File: src/verilog/dsfn_consts.svh
// Register offsets, field positions, reset values and limits for the block.
`ifndef DSFN_CONSTS_SVH
`define DSFN_CONSTS_SVH
`define ST_FOUND 0
`define ST_SW_KNOWN 1
`define ST_LIVE 2
`define ST_ACCEPTED 3
`define ST_ERROR 6
`define ST_GIVEN_UP 7
`define ST_RSVD_LO 4
`define ST_RSVD_HI 5
`define STATUS_RST 8'h00
`define FEAT_BITS 64
`define FEAT_DEV_LAST 23
`define FEAT_EXT_FIRST 24
`define FEAT_EXT_LAST 37
`define FEAT_MODERN 32
`define OFF_STATUS 12'h000
`define OFF_OFFER_LO 12'h004
`define OFF_OFFER_HI 12'h008
`define OFF_ACCEPT_LO 12'h00c
`define OFF_ACCEPT_HI 12'h010
`define OFF_GEN 12'h014
`define OFF_NOTIFY 12'h018
`define OFF_FLAGS 12'h01c
`define OFF_CFG_BASE 12'h100
`define CFG_WORDS 4
`define CFG_IDX_LSB 2
`define CFG_IDX_W 2
`define REQ_BIT_W 6
`endif

File: src/verilog/dsfn_pkg.sv
// Types shared by the status and feature negotiation block.
package dsfn_pkg;
  typedef logic [63:0] feat_t;
  typedef logic [7:0] status_t;
  typedef enum logic [1:0] {
    ph_reset = 2'b00,
    ph_negotiate = 2'b01,
    ph_running = 2'b11,
    ph_halted = 2'b10
  } phase_e;
endpackage : dsfn_pkg

File: src/verilog/feature_check.sv
// Combinational check of an accepted feature set against offer and needs.
`include "dsfn_consts.svh"
module feature_check
  import dsfn_pkg::*;
#(
  parameter int NBITS = `FEAT_BITS,
  parameter logic [NBITS-1:0] NEED_MASK = '0,
  parameter int NEED_BIT = 0
)(
  input wire logic [NBITS-1:0] offered,
  input wire logic [NBITS-1:0] accepted,
  output logic ok
);
  // A feature in NEED_MASK is valid only with feature NEED_BIT as well.
  always_comb
  begin
    ok = ((accepted & ~offered) == '0);
    if (((accepted & NEED_MASK) != '0) && !accepted[NEED_BIT])
    begin
      ok = 1'b0;
    end
  end
endmodule : feature_check

File: src/verilog/gen_counter.sv
// Configuration generation counter that steps on every content change.
`include "dsfn_consts.svh"
module gen_counter #(
  parameter int W = 32
)(
  input wire logic clk,
  input wire logic rstn,
  input wire logic bump,
  output logic [W-1:0] count
);
  always_ff @(posedge clk or negedge rstn)
  begin
    if (!rstn)
    begin
      count <= '0;
    end
    else if (bump)
    begin
      count <= count + 1'b1;
    end
  end
endmodule : gen_counter

File: src/verilog/dsfn_top.sv
// Device status, feature negotiation, notifications and config space.
// Summary of operation
// (RULE1) Status bits: found 1, known 2, live 4, accepted 8, error 64, given up 128.
// (RULE2) Device reset clears the whole status byte to zero.
// (RULE3) Software sets status bits one at a time and never clears them.
// (RULE4) After given up, software resets before trying again.
// (RULE5) With error set, software treats requests as unknown and resets.
// (RULE6) No buffer taking or used notifications before host software live.
// (RULE7) Fatal error sets error flag; notify config change when live.
// (RULE8) Feature bits 0-23 device type, 24-37 extensions, 38 up future.
// (RULE9) Accepted set is frozen once negotiated until a device reset.
// (RULE10) Software accepts only offered features and their prerequisites.
// (RULE11) Software falls back or sets given up if a feature lacks.
// (RULE12) Device never offers a feature without its prerequisite.
// (RULE13) Rejected accepted set leaves the accepted-status bit clear.
// (RULE14) A set once accepted is accepted again after any reset. The code remembers only the last accepted set, across device resets only; rstn clears it.
// (RULE15) Without modern feature acknowledged the device runs legacy mode.
// (RULE16) Device sends config and used notifications; host sends available.
// (RULE17) Multi-byte config fields are stored least significant byte first.
// (RULE18) Generation counter changes whenever config contents change.
// (RULE19) Software rereads generation around wide reads until it matches.
// (RULE20) Software checks a feature is offered before optional fields.
// (RULE21) Config fields read valid before negotiation is accepted.
// (RULE22) Software does not cap the config space size.
// (RULE23) Legacy software rereads capacity and address until stable.
// (RULE24) Separate offered and accepted vectors, checked on accept write.
`include "dsfn_consts.svh"
module dsfn_top
  import dsfn_pkg::*;
#(
  parameter feat_t OFFER = 64'h0000_0001_0000_0003,
  parameter feat_t NEED_MASK = 64'h0000_0000_0000_0002,
  parameter int NEED_BIT = 0,
  parameter int QW = 4
)(
  input wire logic clk,
  input wire logic rstn,
  input wire logic psel,
  input wire logic penable,
  input wire logic pwrite,
  input wire logic [11:0] paddr,
  input wire logic [31:0] pwdata,
  input wire logic [3:0] pstrb,
  output logic [31:0] prdata,
  output logic pready,
  output logic pslverr,
  input wire logic fatal_error,
  input wire logic cfg_we,
  input wire logic [`CFG_IDX_W-1:0] cfg_idx,
  input wire logic [31:0] cfg_wdata,
  input wire logic used_req,
  input wire logic [QW-1:0] used_queue,
  output logic used_notify,
  output logic [QW-1:0] used_notify_queue,
  output logic config_notify,
  output logic avail_notify,
  output logic [QW-1:0] avail_notify_queue,
  output logic queues_enabled,
  output logic legacy_mode,
  output logic [7:0] status_out
);
  status_t status;
  feat_t accepted;
  feat_t remembered;
  logic remembered_vld;
  logic feat_ok;
  logic [31:0] cfg_mem [`CFG_WORDS];
  logic [31:0] gen;
  logic setup;
  logic wr;
  logic dev_reset;
  logic sel_ok;
  logic want_accept;
  logic negotiate_ok;
  status_t next_status;
  phase_e phase;

  // Checks the accepted set against OFFER and the NEED_MASK prerequisite; the offered set itself is not checked.
  feature_check #(.NBITS(`FEAT_BITS), .NEED_MASK(NEED_MASK),
    .NEED_BIT(NEED_BIT)) u_check (
    .offered(OFFER),
    .accepted(accepted),
    .ok(feat_ok)
  );

  function automatic logic mapped(input logic [11:0] a);
    mapped = (a <= `OFF_FLAGS) ||
      ((a >= `OFF_CFG_BASE) && (a < `OFF_CFG_BASE + 12'(4 * `CFG_WORDS)));
  endfunction : mapped

  assign setup = psel && !penable;
  assign wr = psel && penable && pready && pwrite && !pslverr;
  assign sel_ok = mapped(paddr);
  // Writing zero to the status register is a device reset.
  assign dev_reset = wr && (paddr == `OFF_STATUS) &&
    (pwdata[7:0] == `STATUS_RST);
  assign want_accept = wr && (paddr == `OFF_STATUS) &&
    pwdata[`ST_ACCEPTED] && !status[`ST_ACCEPTED];
  // The set last accepted since rstn is accepted again after a device reset. [RULE14]
  assign negotiate_ok = feat_ok ||
    (remembered_vld && (remembered == accepted)); // [RULE24]

  // APB slave answers in the cycle after setup.
  always_ff @(posedge clk or negedge rstn)
  begin
    if (!rstn)
    begin
      pready <= 1'b0;
      pslverr <= 1'b0;
    end
    else
    begin
      pready <= setup;
      pslverr <= setup && !sel_ok;
    end
  end

  always_comb
  begin
    next_status = status | pwdata[7:0];
    if (!negotiate_ok || status[`ST_ACCEPTED] == 1'b0 && phase != ph_negotiate)
    begin
      next_status[`ST_ACCEPTED] = status[`ST_ACCEPTED];
    end
    if (negotiate_ok && phase == ph_negotiate)
    begin
      next_status[`ST_ACCEPTED] = status[`ST_ACCEPTED] | pwdata[`ST_ACCEPTED];
    end
    next_status[`ST_ERROR] = status[`ST_ERROR];
    next_status[`ST_RSVD_HI:`ST_RSVD_LO] = '0;
  end

  // Status byte: software only sets bits; zero write resets. [RULE1] [RULE3]
  always_ff @(posedge clk or negedge rstn)
  begin
    if (!rstn)
    begin
      status <= `STATUS_RST; // [RULE2]
    end
    else if (dev_reset)
    begin
      status <= `STATUS_RST; // [RULE2]
    end
    else
    begin
      if (wr && paddr == `OFF_STATUS)
      begin
        status <= next_status; // [RULE13]
      end
      if (fatal_error)
      begin
        status[`ST_ERROR] <= 1'b1; // [RULE7]
      end
    end
  end

  // Phase of the negotiation: running once accepted, halted on given up or error while running, held until reset. [RULE9]
  always_ff @(posedge clk or negedge rstn)
  begin
    if (!rstn)
    begin
      phase <= ph_reset;
    end
    else if (dev_reset)
    begin
      phase <= ph_reset;
    end
    else
    begin
      case (phase)
        ph_reset:
          if (wr && paddr == `OFF_STATUS)
          begin
            phase <= ph_negotiate;
          end
        ph_negotiate:
          if (want_accept && negotiate_ok)
          begin
            phase <= ph_running;
          end
        ph_running:
          if (status[`ST_GIVEN_UP] || status[`ST_ERROR])
          begin
            phase <= ph_halted;
          end
        ph_halted:
          phase <= ph_halted;
        default:
          phase <= ph_reset;
      endcase
    end
  end

  // Accepted vector writable only before acceptance. [RULE9] [RULE24]
  always_ff @(posedge clk or negedge rstn)
  begin
    if (!rstn)
    begin
      accepted <= '0;
    end
    else if (dev_reset)
    begin
      accepted <= '0;
    end
    else if (wr && !status[`ST_ACCEPTED])
    begin
      if (paddr == `OFF_ACCEPT_LO)
      begin
        accepted[31:0] <= pwdata;
      end
      if (paddr == `OFF_ACCEPT_HI)
      begin
        accepted[63:32] <= pwdata;
      end
    end
  end

  // Remember the last successfully accepted set across device resets; rstn clears it. [RULE14]
  always_ff @(posedge clk or negedge rstn)
  begin
    if (!rstn)
    begin
      remembered <= '0;
      remembered_vld <= 1'b0;
    end
    else if (want_accept && negotiate_ok && phase == ph_negotiate)
    begin
      remembered <= accepted;
      remembered_vld <= 1'b1;
    end
  end

  // Configuration words, little-endian byte lanes. [RULE17] [RULE21]
  always_ff @(posedge clk or negedge rstn)
  begin
    if (!rstn)
    begin
      for (int i = 0; i < `CFG_WORDS; i++)
      begin
        cfg_mem[i] <= '0;
      end
    end
    else if (cfg_we)
    begin
      cfg_mem[cfg_idx] <= cfg_wdata;
    end
  end

  // Any content change steps the generation. [RULE18]
  gen_counter #(.W(32)) u_gen (
    .clk(clk),
    .rstn(rstn),
    .bump(cfg_we || fatal_error && !status[`ST_ERROR]),
    .count(gen)
  );

  // Read data mux.
  always_ff @(posedge clk or negedge rstn)
  begin
    if (!rstn)
    begin
      prdata <= '0;
    end
    else if (setup && !pwrite)
    begin
      case (paddr)
        `OFF_STATUS: prdata <= {24'h0, status};
        `OFF_OFFER_LO: prdata <= OFFER[31:0]; // [RULE8] [RULE12]
        `OFF_OFFER_HI: prdata <= OFFER[63:32];
        `OFF_ACCEPT_LO: prdata <= accepted[31:0];
        `OFF_ACCEPT_HI: prdata <= accepted[63:32];
        `OFF_GEN: prdata <= gen;
        `OFF_FLAGS: prdata <= {30'h0, legacy_mode, queues_enabled};
        default:
          if (paddr >= `OFF_CFG_BASE && sel_ok)
          begin
            prdata <= cfg_mem[paddr[`CFG_IDX_LSB +: `CFG_IDX_W]]; // [RULE21]
          end
          else
          begin
            prdata <= '0;
          end
      endcase
    end
  end

  // Notifications in both directions. [RULE16]
  always_ff @(posedge clk or negedge rstn)
  begin
    if (!rstn)
    begin
      used_notify <= 1'b0;
      used_notify_queue <= '0;
      config_notify <= 1'b0;
      avail_notify <= 1'b0;
      avail_notify_queue <= '0;
    end
    else
    begin
      used_notify <= used_req && status[`ST_LIVE] &&
        !status[`ST_ERROR]; // [RULE6]
      used_notify_queue <= used_queue;
      config_notify <= status[`ST_LIVE] &&
        ((fatal_error && !status[`ST_ERROR]) || cfg_we); // [RULE7]
      avail_notify <= wr && paddr == `OFF_NOTIFY;
      avail_notify_queue <= pwdata[QW-1:0];
    end
  end

  // Queue enable and legacy mode outputs. [RULE6] [RULE15]
  always_ff @(posedge clk or negedge rstn)
  begin
    if (!rstn)
    begin
      queues_enabled <= 1'b0;
      legacy_mode <= 1'b0;
      status_out <= `STATUS_RST;
    end
    else
    begin
      queues_enabled <= status[`ST_LIVE] && !status[`ST_ERROR];
      legacy_mode <= status[`ST_ACCEPTED] && !accepted[`FEAT_MODERN];
      status_out <= status;
    end
  end

  property p_reset_clear;
    @(posedge clk) disable iff (!rstn)
    dev_reset |=> (status == `STATUS_RST);
  endproperty
  a_reset_clear: assert property (p_reset_clear) // [RULE2]
    else $error("status not cleared by device reset");

  property p_no_used_early;
    @(posedge clk) disable iff (!rstn)
    !status[`ST_LIVE] |=> !used_notify;
  endproperty
  a_no_used_early: assert property (p_no_used_early) // [RULE6]
    else $error("used notification before live");

  property p_err_notify;
    @(posedge clk) disable iff (!rstn)
    (fatal_error && !status[`ST_ERROR] && status[`ST_LIVE] && !dev_reset)
      |=> config_notify && status[`ST_ERROR];
  endproperty
  a_err_notify: assert property (p_err_notify) // [RULE7]
    else $error("error without config notification");

  property p_reject;
    @(posedge clk) disable iff (!rstn)
    (want_accept && !negotiate_ok) |=> !status[`ST_ACCEPTED];
  endproperty
  a_reject: assert property (p_reject) // [RULE13]
    else $error("invalid set accepted");

  property p_frozen;
    @(posedge clk) disable iff (!rstn)
    (status[`ST_ACCEPTED] && !dev_reset) |=> $stable(accepted);
  endproperty
  a_frozen: assert property (p_frozen) // [RULE9]
    else $error("accepted set changed after negotiation");

  property p_gen_step;
    @(posedge clk) disable iff (!rstn)
    cfg_we |=> gen != $past(gen);
  endproperty
  a_gen_step: assert property (p_gen_step) // [RULE18]
    else $error("generation did not change");

  property p_legacy;
    @(posedge clk) disable iff (!rstn)
    status[`ST_ACCEPTED] && !accepted[`FEAT_MODERN] ##1 status[`ST_ACCEPTED]
      |-> legacy_mode;
  endproperty
  a_legacy: assert property (p_legacy) // [RULE15]
    else $error("legacy mode not entered");

  property p_avail;
    @(posedge clk) disable iff (!rstn)
    (wr && paddr == `OFF_NOTIFY) |=> avail_notify ##1 !avail_notify;
  endproperty
  a_avail: assert property (p_avail) // [RULE16]
    else $error("available notification not pulsed");
endmodule : dsfn_top

File: config.mk
export PLATFORM = sky130hd
export DESIGN_NAME = dsfn_top
export DESIGN_NICKNAME = d
export VERILOG_FILES = /design/src/verilog/dsfn_pkg.sv /design/src/verilog/feature_check.sv /design/src/verilog/gen_counter.sv /design/src/verilog/dsfn_top.sv
export VERILOG_INCLUDE_DIRS = /design/src /design/src/verilog
export SDC_FILE = /design/constraint.sdc
export NUM_CORES = 1
export LEC_CHECK = 0
export BUFFER_PORTS_ARGS = -buffer_cell sky130_fd_sc_hd__buf_4
export CAP_MARGIN = 25
export CORE_UTILIZATION = 35
export CTS_CLUSTER_SIZE = 20
export DETAILED_ROUTE_END_ITERATION = 12
export PLACE_DENSITY = 0.55
export SYNTH_ARGS = -nofsm -noshare
export SYNTH_HDL_FRONTEND = slang
export SYNTH_SLANG_ARGS = --single-unit
File: constraint.sdc
create_clock -name clk -period 2.3 [get_ports clk]
set_clock_uncertainty 0.1 [all_clocks]
set_input_delay 0.23 -clock clk [delete_from_list [all_inputs] [get_ports clk]]
set_output_delay 0.23 -clock clk [all_outputs]
set_load 0.005 [all_outputs]
Word-level counts from Yosys, hierarchy flattened
Index checks and enable logic that the tools add are counted.

operators by class
  $lt $le $gt $ge = 6
  add/subtract/negate cells = 1
  bitwise gates (word level) = 5
  equality and inequality tests = 16
  multiplexer cells = 23
  reduce and logical (&&, ||, !) cells = 55

operators by type and width
  cell                                                                number
  one-hot mux 32 bit (7 select lines)                                 1
  2-to-1 mux 32 bit                                                   6
  bitwise mux 128 bit                                                 1
  2-to-1 mux 64 bit                                                   2
  binary-select mux 32 bit (select 2 bit)                             1
  demux 32 bit (select 2 bit)                                         1
  == test 64 bit                                                      1
  zero test 64 bit                                                    1
  == test 12 x 5 -> 1 bit, second input constant                      4
  adder 32 x 1 -> 32 bit, second input constant                       1
  logical AND 1 bit                                                   28
  == test 12 x 4 -> 1 bit, second input constant                      2
  2-to-1 mux 8 bit                                                    2
  == test 12 x 3 -> 1 bit, second input constant                      1
  greater-or-equal comparator 12 x 9 -> 1 bit, second input constant  1
  <= comparator 12 x 5 -> 1 bit, second input constant                1
  zero test 12 bit                                                    1
  less-than comparator 12 x 9 -> 1 bit, second input constant         1
  nonzero test 2 bit                                                  5
  zero test 1 bit                                                     9
  zero test 8 bit                                                     1
  2-to-1 mux 2 bit                                                    4
  bitwise OR 8 bit                                                    1
  one-hot mux 2 bit (4 select lines)                                  1
  other kinds (15)                                                    29

word-level totals
  output and inout port bits = 55
  register bits = 354
  bits of input ports = 94
  logic and storage cells = 130

Logic depth before layout (Yosys ltp)
Gate-level depths: netlist of run 1.

  word-level depth = 11
  depth in mapped cells = 10

By module
From an unflattened synthesis of run 1, not the netlist that was laid out.

unflattened totals
  cell total of the unflattened synthesis = 1,363
  area, all modules = 16,224.3 µm²

modules (own cells, without submodules)
  module         area each (µm²)  instances  cells each  seq. area each (µm²)
  dsfn_top       14,244.9         1          1,137       7,957.6
  gen_counter    1,448.9          1          123         800.8
  feature_check  530.5            1          103         0.0

Worst setup path before layout of run 1
OpenSTA, ideal clock, no wires.

  kind = input -> register
  from = input paddr[9]
  to = register remembered[16]
  arrival time = 2.781 ns
  library setup time = 0.127 ns
  setup slack = -0.708 ns
  stages = 9
  buffers on the path = 3
  path through = or4_4 -> or4_1 -> buf_2 -> or2_0 -> or3_1 -> o31ai_2 -> buf_4 -> buf_6 -> mux2_1

on the way
  cells in the longest elaborated chain, start to end = 6

RTL lines
  element                          line             source
  start: declaration               dsfn_top.sv:41   input wire logic [11:0] paddr,
  zero test 12 bit                 n/a
  logical AND 1 bit (3 in series)  dsfn_top.sv:97   assign want_accept = wr && (paddr == `OFF_STATUS) &&
  logical AND 1 bit (2 in series)  dsfn_top.sv:226  else if (want_accept && negotiate_ok && phase == ph_negotiate)
  end signal: assignment           dsfn_top.sv:228  remembered <= accepted;
  end: declaration                 dsfn_top.sv:64   feat_t remembered;

No other way between the ends.
A chain may end at the register's enable or synchronous reset.

Worst setup path in the final report of run 1
  from = register accepted[2]
  to = register remembered[5]

on the way
  cells in the longest elaborated chain, start to end = 5
  elaborated cells between the ends (all ways) = 7

RTL lines
  element                                                line                                  source
  start: declaration                                     dsfn_top.sv:63                        feat_t accepted;
  start signal: assignment                               dsfn_top.sv:209                       accepted[31:0] <= pwdata;
  zero test 64 bit or == test 64 bit (tied branches)     feature_check.sv:17, dsfn_top.sv:101
  2-to-1 mux 1 bit or logical AND 1 bit (tied branches)  feature_check.sv:18, dsfn_top.sv:101
  logical OR 1 bit *                                     dsfn_top.sv:100                       assign negotiate_ok = feat_ok ||
  logical AND 1 bit * (2 in series)                      dsfn_top.sv:226

Every way passes the cells marked *; elsewhere a longest branch is shown, timed or not.

==> metrics list, run 1 <==
- Finished Layout Cells: 2308
- Critical Path Start Type: flop
* Yosys Warn Count: 0
- Maximum clock frequency: 356 MHz
- Via Count: between 10000 and 15000
* Worst-skew pair later-pin latency: around 560 ps
- Internal power comes to approximately 12 mW.
* Setup Crit Path Kind: reg -> reg
* Area of the core: 0.0441 sq mm
* Fin nets: 1782
* Count of final hold-check violations: 0
- The detail route stage leaves a number of antenna-violating nets equal to 0.
- Number of remaining DRC errors: 0
- Dpl hpwl: ~34 mm
- Counting flops with an async set or reset pin after synthesis yields a share of 100%.
- Diode count: 0
- Wire length of the first global-routing pass: 73.6 mm
* CP required: 2640 ps
- Largest buffer count on any clock path: 3
- RSZ-0062 raised after global routing: yes
- Clock Power Share: between 40% and 50%
- Starting density of the core: 35.4%
- For this block, the initial DRC count from the detailed router was 748.
* Syn_area_per_cell: between 10 and 15 sq um
- Summing all multi-input logic gate instances after layout gives between 0.006 and 0.007 sq mm.
* Sequential Power Share: around 46%
- Input/output buffers: 142
* Via count normalized by instance count: 5.12
- Final weighted congestion of routability-driven global placement: 0.877
- Measured slew at the worst slew-check pin: roughly 730 ps
- The synthesized design contains 0 enable-type register cells.
* Dpl ws: -808 ps
- Cell count after synthesis: 1267
* Adder-cell share of the synthesized area: 0.0800%
- Num ports: 149
- Counting instances, the worst hold path has a depth of 3.
- The synthesized netlist devotes around 9.8% of its cell area to simple gates.
* Mux share of post-synthesis cell area: 18.7%
- The first TritonRoute pass finished after 4 iterations.
- Violated checks: setup timing
- Entering global routing, the biggest net connects 75 pins.
- For hold timing, the worst endpoint is u_gen.count[0].
- Number of distinct library cells after synthesis: 52
- STA puts the critical path data arrival time at between 3000 and 4000 ps.
- The number of pins exceeding their max-slew limit in the final report came to 0.
- The endpoint identified for the worst register-to-register timing path is remembered[5].
- The floorplan step set the die width to 213 microns.
* Y dimension of the die: 213 microns
- Dominant combinational cell family by area after synthesis: multiplexers
- Power per standard cell area: ~700 mW/mm^2
* Share of synthesized area occupied by flip-flops and latches: 56.0%
- Clk Tree Root Cell: clkbuf_16
- Area of the mapped netlist: 0.0156 sq mm
* Deepest level of the CTS H-tree: 2
- The via count of the first global-routing pass was 12200.
* Flop-to-flop setup slack: -510 ps
* Switching power of the nets: roughly 3.6 mW
* Tot Pwr: 15.4 mW
- The number of antenna violations at the first check in global routing came to 0.
- In the final routed layout, each cell accounts on average for 20.9 microns.
- The path class of the tightest hold or removal check is in -> reg.
- Number of setup violations in the final report: 66
* Worst slew slack as a fraction of its limit: 51.2%
- Post-synthesis share of cell area spent on xor and xnor gates: 4.54%
* Most common flop cell mapped by yosys: dfrtp_1
- For this run the aggregate overflow at the end of global routing stands at 0.
* Final worst path period need: ~2800 ps
- For this block, the routed nets add up to ~48 mm of wire.
* Critical Path Fanout Max: 9
- Area enclosed by the die boundary: 0.0455 sq mm
- After floorplanning, the core was divided into 77 placement rows.
- Register area: 0.00876 sq mm
- Crit share post-route: 122%
- TritonCTS built the clock tree.
* Sinks on the clock net: 350
- Origin of the critical flop-to-flop path: accepted[2]
* Capturing element type of the critical path: flop
- Hold Crit Start: cfg_we
* Utilization after layout: 49.7%
* Area added between synthesis and finish: 40.4%
- Num CTS Buffers: 40
- Global routing used 21.7% of the available tracks across all layers.
* Result of the run: complete, but fails checks
- Total leakage power: 9.75 nW
- The worst-case IR drop observed on VDD is 0.518 mV.
- The worst register-to-register path has a depth of 12.
- Fraction of layout cells with a size suffix above 1: 41.4%
* Reported max-cap violation count: 0
- Counting tap cells, the placed design contains a total of approximately 2100 instances.
* FF+latch count, synth: 350
- Tightest hold margin: 29.1 ps
- Fill count: between 3000 and 4000
* Logic pwr share: 11.6%
* Synth Area in Compound Gates: 8.32%
- Clock edge transition at the registers on the reported setup and hold paths: 60 ps
- Worst Setup Slack, final: -510 ps
* Switching share of power: 23.7%
kinds of logic (layout without fill, tap and decap cells):
kind of cell             Yosys count  count (layout)
flip-flops                       350             350
XOR/XNOR                          81              81
AO/OA/AOI/OAI                    193             193
other                              1               2
AND/OR/NAND/NOR                  324             324
multiplexers                     228             228
adder cells (fa/ha/maj)            1               1
buffers and inverters             89             537
state kept, by name, summed over array words and instances (netlist names), 2 cells and up:
register,flops
used_notify_queue,4
prdata,32
cfg_mem,128
status_out,6
accepted,64
avail_notify_queue,4
u_gen.count,32
remembered,64
phase,2
status,6
synthesized netlist by cell type (12+ instances only):
library cell  count  area share [%]
dfrtp_1         350              56
nand2_1         149             3.6
mux2_2          145              10
a21oi_1          84             2.7
xnor2_1          71             4.0
nor2_1           51             1.2
mux2_1           49             3.5
clkbuf_1         41            0.98
a22o_1           38             2.1
mux4_2           32             4.6
a221oi_1         28             1.6
nor4_1           26             1.0
nand4_1          21            0.84
inv_1            16            0.38
nand3_1          15            0.48
o21ai_0          15            0.48
buf_1            14            0.34
nor2b_1          12            0.48
metrics by stage:
stage | instance area [sq um] | TNS (ps)
CTS | 21700 | -31520
global route | 21900 | -38030
detailed placement | 19400 | -92380
floorplan | 16000 | -77990
finish | 21900 | -31130
global placement | 19400 | -87640
final cells by class:
| type | count | share of cell area [%] |
|---|---|---|
| timing repair buffer | 450 | 18.7 |
| clock inverter | 7 | 0.439 |
| multi-input combinational | 829 | 31.6 |
| inverter | 16 | 0.274 |
| clock buffer | 64 | 5.71 |
| tap | 592 | 3.38 |
| sequential | 350 | 39.9 |
worst max-delay path: stages, from the launching register on:
cell and delay (ps):
dfrtp_1 410, xnor2_2 180, buf_4 150, nand4_1 140
nor4_2 220, buf_4 190, nand4_1 140, buf_6 170
o31ai_4 220, buf_4 150, buf_12 140, buf_12 150
mux2_2 330
power groups by stage:
stage,sequential (mW),combinational [mW],clock (mW)
5_1_grt,7.16,1.94,6.91
6_report,7.09,1.78,6.52
3_5_place_dp,7.20,1.69,0
3_3_place_gp,7.16,1.66,0
2_1_floorplan,7.10,0.896,0
4_1_cts,7.09,1.80,6.68
cell usage in the layout, fill, tap and decap left out, types with 21 or more instances in the layout:
| master | synthesis | layout |
|---|---|---|
| mux2_2 | 145 | 136 |
| a22o_1 | 38 | 38 |
| nand2_1 | 149 | 149 |
| a21oi_2 | 0 | 28 |
| buf_4 | 3 | 327 |
| dlygate4sd3_1 | 0 | 76 |
| xnor2_1 | 71 | 66 |
| buf_12 | 0 | 31 |
| nor2_1 | 51 | 48 |
| a21oi_1 | 84 | 56 |
| nand4_1 | 21 | 21 |
| nor4_1 | 26 | 23 |
| mux4_2 | 32 | 32 |
| clkbuf_16 | 0 | 46 |
| mux2_4 | 0 | 54 |
| a221oi_1 | 28 | 28 |
| dfrtp_1 | 350 | 350 |
layer usage:
| metal | wire length [microns] | share of wire [%] | vias up | global-route usage, % |
|---|---|---|---|---|
| met4 | 1570 | 3.3 | 0 | 8.25 |
| met2 | 23000 | 48 | 252 | 34.5 |
| met1 | 21800 | 45 | 6066 | 30.0 |
| met3 | 1780 | 3.7 | 83 | 3.32 |
| li1 | - | - | 5427 | - |
| met5 | 0 | 0 | - | 0 |
how the worst max path moves through the flow:
| stage | slack (ps) | to | start |
|---|---|---|---|
| 2_1_floorplan | -620 | remembered[15] | paddr[9] |
| 3_3_place_gp | -780 | remembered[62] | paddr[9] |
| 3_5_place_dp | -810 | remembered[57] | paddr[9] |
| 4_1_cts | -520 | remembered[4] | accepted[2] |
| 5_1_grt | -610 | remembered[5] | accepted[2] |
| 6_report | -510 | remembered[5] | accepted[2] |
what timing repair did:
action                                  CTS  global route
endpoints found under the hold margin   269             0
resized for setup                        20            23
setup buffers                             4             4
cloned                                    2             4
pin swaps                                 6             3
endpoints found under the setup margin   76           114
hold buffers                             76             0
Power figures use the tool's default switching activity.
==> run 2: changes to the inputs <==
==> constraint.sdc (replaced) <==
create_clock -name clk -period 2.3 [get_ports clk]
set_clock_uncertainty 0.1 [all_clocks]
set_input_delay 0.46 -clock clk [delete_from_list [all_inputs] [get_ports clk]]
set_output_delay 0.46 -clock clk [all_outputs]
set_load 0.005 [all_outputs]
==> metrics list, run 2 (synthesis gave the netlist of run 1 again) <==
* Most frequent standard cell in the layout excluding fill and tap cells: dfrtp_1
- The fraction of layout instances using a drive strength above 1 is 44.9% (+3.4 points).
* RSZ-0062 raised after global routing: yes
- cfg_mem holds more flip-flops than any other register.
- The number of inserted filler cells in the final layout came to 4023 (+0.95%).
* Wire length of the first global-routing pass: 74.0 mm (+0.59%)
* Total leakage power: 9.51 nW (-2.5%)
* Power per standard cell area: 725 mW/mm^2 (+3.5%)
- The core area was 0.0441 sq mm (unchanged).
- Average wire per standard cell: 21.2 microns (+1.3%)
* Number of max-slew violations in the final report: 0 (unchanged)
- Tot Pwr: 15.5 mW (+0.78%)
- Num CTS Buffers: 41 (+2.5%)
* Crit share post-route: 121% (-1.6 points)
- The aggregate negative setup slack is -48620 ps (-17480 ps).
- The critical path in this run is classified as reg -> reg.
- Area enclosed by the die boundary: 0.0455 sq mm (unchanged)
- Critical Path Fanout Max: 16 (+7)
* Flop-to-flop setup slack: -470 ps (+40 ps)
* Deepest level of the CTS H-tree: 2 (unchanged)
* Via count normalized by instance count: 5.18 (+1.1%)
* Critical Path Start Type: flop
* Clock edge transition at the registers on the reported setup and hold paths: 60 ps (about the same)
- Y dimension of the die: 213 microns (unchanged)
- Violated checks: setup timing
* Overall global routing resource usage: 21.6% (-0.087 points)
- Number of placement rows: 77 (unchanged)
- The final non-filler cell total was 2243 (-2.8%).
* Peak VDD IR: 0.508 mV (-2.0%)
- The signal arrival time at the worst endpoint is 3080 ps (-70 ps).
* Sinks on the clock net: 350 (unchanged)
- Result of the run: complete, but fails checks
- Initial antenna violation count: 0 (unchanged)
* Count of final hold-check violations: 0 (unchanged)
- Largest buffer count on any clock path: 3 (unchanged)
* Remaining antenna violation count: 0 (unchanged)
- Fin nets: 1717 (-3.6%)
- The starting utilization of the core area is 35.4% (unchanged).
- Vias in the first global route: 12200 (+0.25%)
- Reported max-cap violation count: 0 (unchanged)
- GR Overflow Total: 0 (unchanged)
* Width of the die: 213 microns (unchanged)
* Measured slew at the worst slew-check pin: 724 ps (-8.33 ps)
* Dpl hpwl: 33.6 mm (-2.1%)
* Worst-skew pair later-pin latency: 540 ps (-20 ps)
* Maximum number of pins on one net before global-route repair: 98 (+31%)
* Final worst path period need: 2770 ps (-36.6 ps)
- The min-delay analysis places its worst path in the category in -> reg.
- Relative to the synthesized area, the layout overhead comes to 36.7%.
* Clk Tree Root Cell: clkbuf_16
- Input/output buffers: 142 (unchanged)
* Num ports: 149 (unchanged)
- Via Count: 11600 (-1.7%)
- Top library cells by usage in the layout, fill and taps aside: dfrtp_1 (350), buf_4 (331), nand2_1 (149)
- Capturing element type of the critical path: flop
- The setup-violating endpoint count in the final report is 137 (+110%).
- Regs by FF count: cfg_mem x128, accepted x64, remembered x64
- The number of iterations in the first detailed-routing pass was 4 (unchanged).
* Maximum clock frequency: 361 MHz (+1.3%)
- Number of remaining DRC errors: 0 (unchanged)
- Total wirelength of the detailed-routed design: 47.5 mm (-1.5%)
* Diode count: 0 (unchanged)
* Worst slew slack as a fraction of its limit: 51.3% (+0.11 points)
- The worst-case setup margin in the final layout came to -473 ps (+36.6 ps).
* CP required: 2610 ps (-30 ps)
- The flip-flop count of the largest register after layout was 128 (unchanged).
- TritonCTS clock tree: done
- The total placed cells including tap cells is 2147 (unchanged).
- The global placement routability congestion came to 0.853 (-2.8%).
- The number of DRC violations after detailed-routing iteration 0 is 616 (-18%).
[run 2: cell count changes in the layout (fill, tap and decap cells not counted), sizes merged, moves of 2 or more]
| cell | change |
|---|---|
| dlygate4sd3 | -68 |
| clkbuf | -5 |
| clkinvlp | +2 |
| buf | +6 |
| clkinv | -2 |
[run 2: critical path: stages (launching register included)]
cell       delay (ps)
dfrtp_1           380
nor2b_1           140
a2111o_1          400
a2111oi_1         340
nand4_1           160
buf_6             170
o31ai_4           250
buf_12            180
buf_12            170
mux2_1            340
[run 2: per-layer routing]
layer | vias to the layer above | track usage, % | wire length, microns
met5 | - | 0 | 0
met3 | 72 | 3.51 | 2010
met1 | 6043 | 29.5 | 21100
met2 | 222 | 35.2 | 22900
met4 | 0 | 7.12 | 1390
li1 | 5289 | - | -
[run 2: area by class of cell]
type	count	area, sq um	share of cell area (%)
clock buffers	63	1280	5.99
flip-flops and latches	350	8760	41.0
multi-input cells	829	7000	32.8
clock inverters	9	129	0.603
repair buffers	384	3400	15.9
well taps	592	741	3.47
inverters	16	60.1	0.281
[run 2: per-stage QoR]
stage          worst slack, ps  hold slack (ps)  utilization (%)  cell area [sq um]
2_1_floorplan             -853             64.4                -              16000
3_3_place_gp              -999              202             43.9              19400
3_5_place_dp             -1030              203             43.9              19400
4_1_cts                   -492             15.1             48.4              21300
5_1_grt                   -584             28.2             48.4              21400
6_report                  -473             35.8             48.4              21400
[run 2: report_power, final]
group / switching (mW) / internal, mW / total (mW)
combinational: 0.718 / 0.972 / 1.69
clock: 2.56 / 4.16 / 6.72
sequential: 0.347 / 6.75 / 7.09
[run 2: path summary, 6_finish.rpt]
| kind | depth (start not counted) | endpoint | start |
|---|---|---|---|
| max reg2reg | 9 | remembered[60] | remembered[7] |
| max in group asynchronous | 3 | cfg_mem[26] | rstn |
| min reg2reg | 0 | status_out[1] | status[1] |
| max | 9 | remembered[60] | remembered[7] |
| min | 2 | used_notify | used_req |
| min in group asynchronous | 2 | avail_notify_queue[0] | rstn |
[run 2: timing repair]
action / in CTS / in global routing
resized for setup: 55 / 25
hold buffers: 8 / 0
setup endpoints to repair: 137 / 137
pin swaps: 7 / 7
setup buffers: 12 / 6
cloned: 7 / 0
hold endpoints to repair: 141 / 0
==> run 3: changes to the inputs <==
RECOVER_POWER = 50   (was not set)
==> metrics list, run 3 (synthesis gave the netlist of run 1 again) <==
- The switching portion of total power is 23.4% (about the same).
- The met1 routed wirelength after detailed routing is 21.1 mm (-0.30%).
- Result of the run: complete, but fails checks
- Amount of wire on met2 after detailed routing: 22.9 mm (about the same)
* RSZ-0062 raised after global routing: yes
- The wire length after detailed routing is 47.5 mm (about the same).
- Average wire per standard cell: 21.2 microns (about the same)
* Y dimension of the die: 213 microns (unchanged)
- The area growth from synthesis to layout is 36.0%.
- Vias in the first global route: 12200 (unchanged)
- Leaving out fill and tap cells, the most frequent cells in the layout are dfrtp_1 (350), buf_4 (315), nand2_1 (149).
- Maximum clock frequency: 360 MHz (-0.16%)
- Via count normalized by instance count: 5.19 (+0.10%)
- The critical path is of the reg -> reg type.
- Crit path DAT: 3090 ps (about the same)
* Fin nets: 1717 (unchanged)
- The setup-violating endpoint count in the final report is 152 (+11%).
- The row count was 77 (unchanged).
* Starting density of the core: 35.4% (unchanged)
- The largest registers in the layout are cfg_mem x128, accepted x64, remembered x64.
- The number of iterations in the first detailed-routing pass came to 4 (unchanged).
* Count of final hold-check violations: 0 (unchanged)
* Overall global routing resource usage: 21.6% (unchanged)
- Input/output buffers: 142 (unchanged)
- The core area came to 0.0441 sq mm (unchanged).
* Final worst path period need: 2780 ps (+4.43 ps)
- The tightest min-delay check is of the in -> reg type.
- The worst slack at placement was -1030 ps (unchanged).
- The transition at the pin with the smallest max-transition slack is 1120 ps (+400 ps).
* Fill count: 4043 (+0.50%)
- Register ranked first by flip-flop count: cfg_mem
* Met3 wire length: 2.09 mm (+3.7%)
* Crit share post-route: 121% (+0.19 points)
- Power per standard cell area: 728 mW/mm^2 (+0.37%)
* Top cell by count, worst path: buf_12
* Deepest level of the CTS H-tree: 2 (unchanged)
- The leakage power summed over all cells was 9.44 nW (-0.68%).
- Highest metal used: met4
* Maximum number of pins on one net before global-route repair: 98 (unchanged)
- Diode count: 0 (unchanged)
- Num ports: 149 (unchanged)
- Largest buffer count on any clock path: 3 (unchanged)
- The delay of the slowest cell on the worst path is 430 ps (+30 ps).
- The cell sitting at the root of the clock tree is a clkbuf_16.
* Tightest hold margin: 40.0 ps (+4.23 ps)
* Fraction of layout cells with a size suffix above 1: 44.3% (-0.61 points)
- The number of max-cap violations came to 0 (unchanged).
- Sequential Power Share: 45.8% (about the same)
* Cells along the critical path: nor2b_1 -> a2111o_1 -> a2111oi_2 -> nand4_1 -> buf_6 -> o31ai_4 -> buf_12 -> buf_12 -> mux2_1
* Width of the die: 213 microns (unchanged)
- The detailed-route via count was 11600 (+0.10%).
* Clock edge transition at the registers on the reported setup and hold paths: 60 ps (about the same)
- Internal power contribution: 11.9 mW (-0.15%)
- The number of DRC violations after detailed-routing iteration 0 is 630 (+2.3%).
- Worst path bufs/invs: 3 (unchanged)
- Worst slew slack as a fraction of its limit: 25.1% (-26 points)
* Worst-skew pair later-pin latency: 540 ps (about the same)
- The CTS sink count came to 350 (unchanged).
- Initial antenna violation count: 0 (unchanged)
- Cell class contributing the biggest share of worst-path delay: compound AO/OA/AOI/OAI gates
* Critical Path Start Type: flop
- Most frequent standard cell in the layout excluding fill and tap cells: dfrtp_1
* CP max stage cell: a2111o_1
- The number of pins exceeding their max-slew limit in the final report came to 0 (unchanged).
- The full die area was 0.0455 sq mm (unchanged).
* Max reg flops: 128 (unchanged)
- TritonCTS built the clock tree.
* Clock Power Share: 43.4% (about the same)
- Wire length of the first global-routing pass: 74.0 mm (unchanged)
- Remaining antenna violation count: 0 (unchanged)
- The checks that failed: setup timing.
- The worst-case setup margin in the final layout was -477 ps (-4.43 ps).
- Capturing element type of the critical path: flop
- Logic pwr share: 10.8% (about the same)
- The detailed-route DRC error count was 0 (unchanged).
- Num CTS Buffers: 41 (unchanged)
- Switching power of the nets: 3.62 mW (-0.23%)
- CP required: 2610 ps (about the same)
- Final weighted congestion of routability-driven global placement: 0.853 (unchanged)
- Critical Path Fanout Max: 16 (unchanged)
* Dpl hpwl: 33.6 mm (unchanged)
* Peak VDD IR: 0.506 mV (-0.27%)
- The overflow left after global routing is 0 (unchanged).
run 3: power by group through the flow:
stage | logic (mW) | clock network [mW] | registers (mW)
2_1_floorplan | 0.896 | 0 | 7.10
3_3_place_gp | 1.65 | 0 | 7.16
3_5_place_dp | 1.70 | 0 | 7.20
4_1_cts | 1.72 | 6.86 | 7.09
5_1_grt | 1.82 | 7.12 | 7.17
6_report | 1.67 | 6.72 | 7.09
run 3: path summary, 6_finish.rpt:
check | startpoint | end | slack (ps) | depth (start not counted)
min in group asynchronous | rstn | avail_notify_queue[0] | 570 | 2
hold reg to reg | status[1] | status_out[1] | 360 | 0
setup reg to reg | accepted[37] | remembered[60] | -480 | 9
hold / removal | used_req | used_notify | 40 | 2
setup / recovery | accepted[37] | remembered[60] | -480 | 9
max in group asynchronous | rstn | cfg_mem[2] | -10 | 4
run 3: what timing repair did:
item,CTS,global route
hold endpoints to repair,141,0
buffers inserted,12,6
gates cloned,7,0
gates resized for setup,55,25
hold buffers,8,0
endpoints found under the setup margin,137,137
pin swaps,7,7
run 3: area by class of cell:
type                    count  area (sq um)  area share, %
clock inverters             9           129          0.606
repair buffers            384          3290           15.5
clock buffers              63          1280           6.03
flip-flops and latches    350          8760           41.2
inverters                  16          60.1          0.282
multi-input cells         829          7000           32.9
well taps                 592           741           3.48
run 3: per-layer routing:
metal | global-route usage [%] | up-vias
li1 | - | 5290
met1 | 29.5 | 6028
met2 | 35.2 | 250
met3 | 3.51 | 70
met4 | 7.12 | 0
met5 | 0 | -
run 3: stage by stage:
stage	cells	instance area (sq um)	util (%)	power [mW]	TNS (ps)
after floorplan	1268	16000	-	7.99	-116630
after CTS	2244	21300	48.4	15.7	-43410
after detailed placement	2147	19400	43.9	8.90	-128130
after global placement	2147	19400	43.9	8.82	-125560
final	2243	21300	48.2	15.5	-49020
after global routing	2243	21300	48.2	16.1	-88070
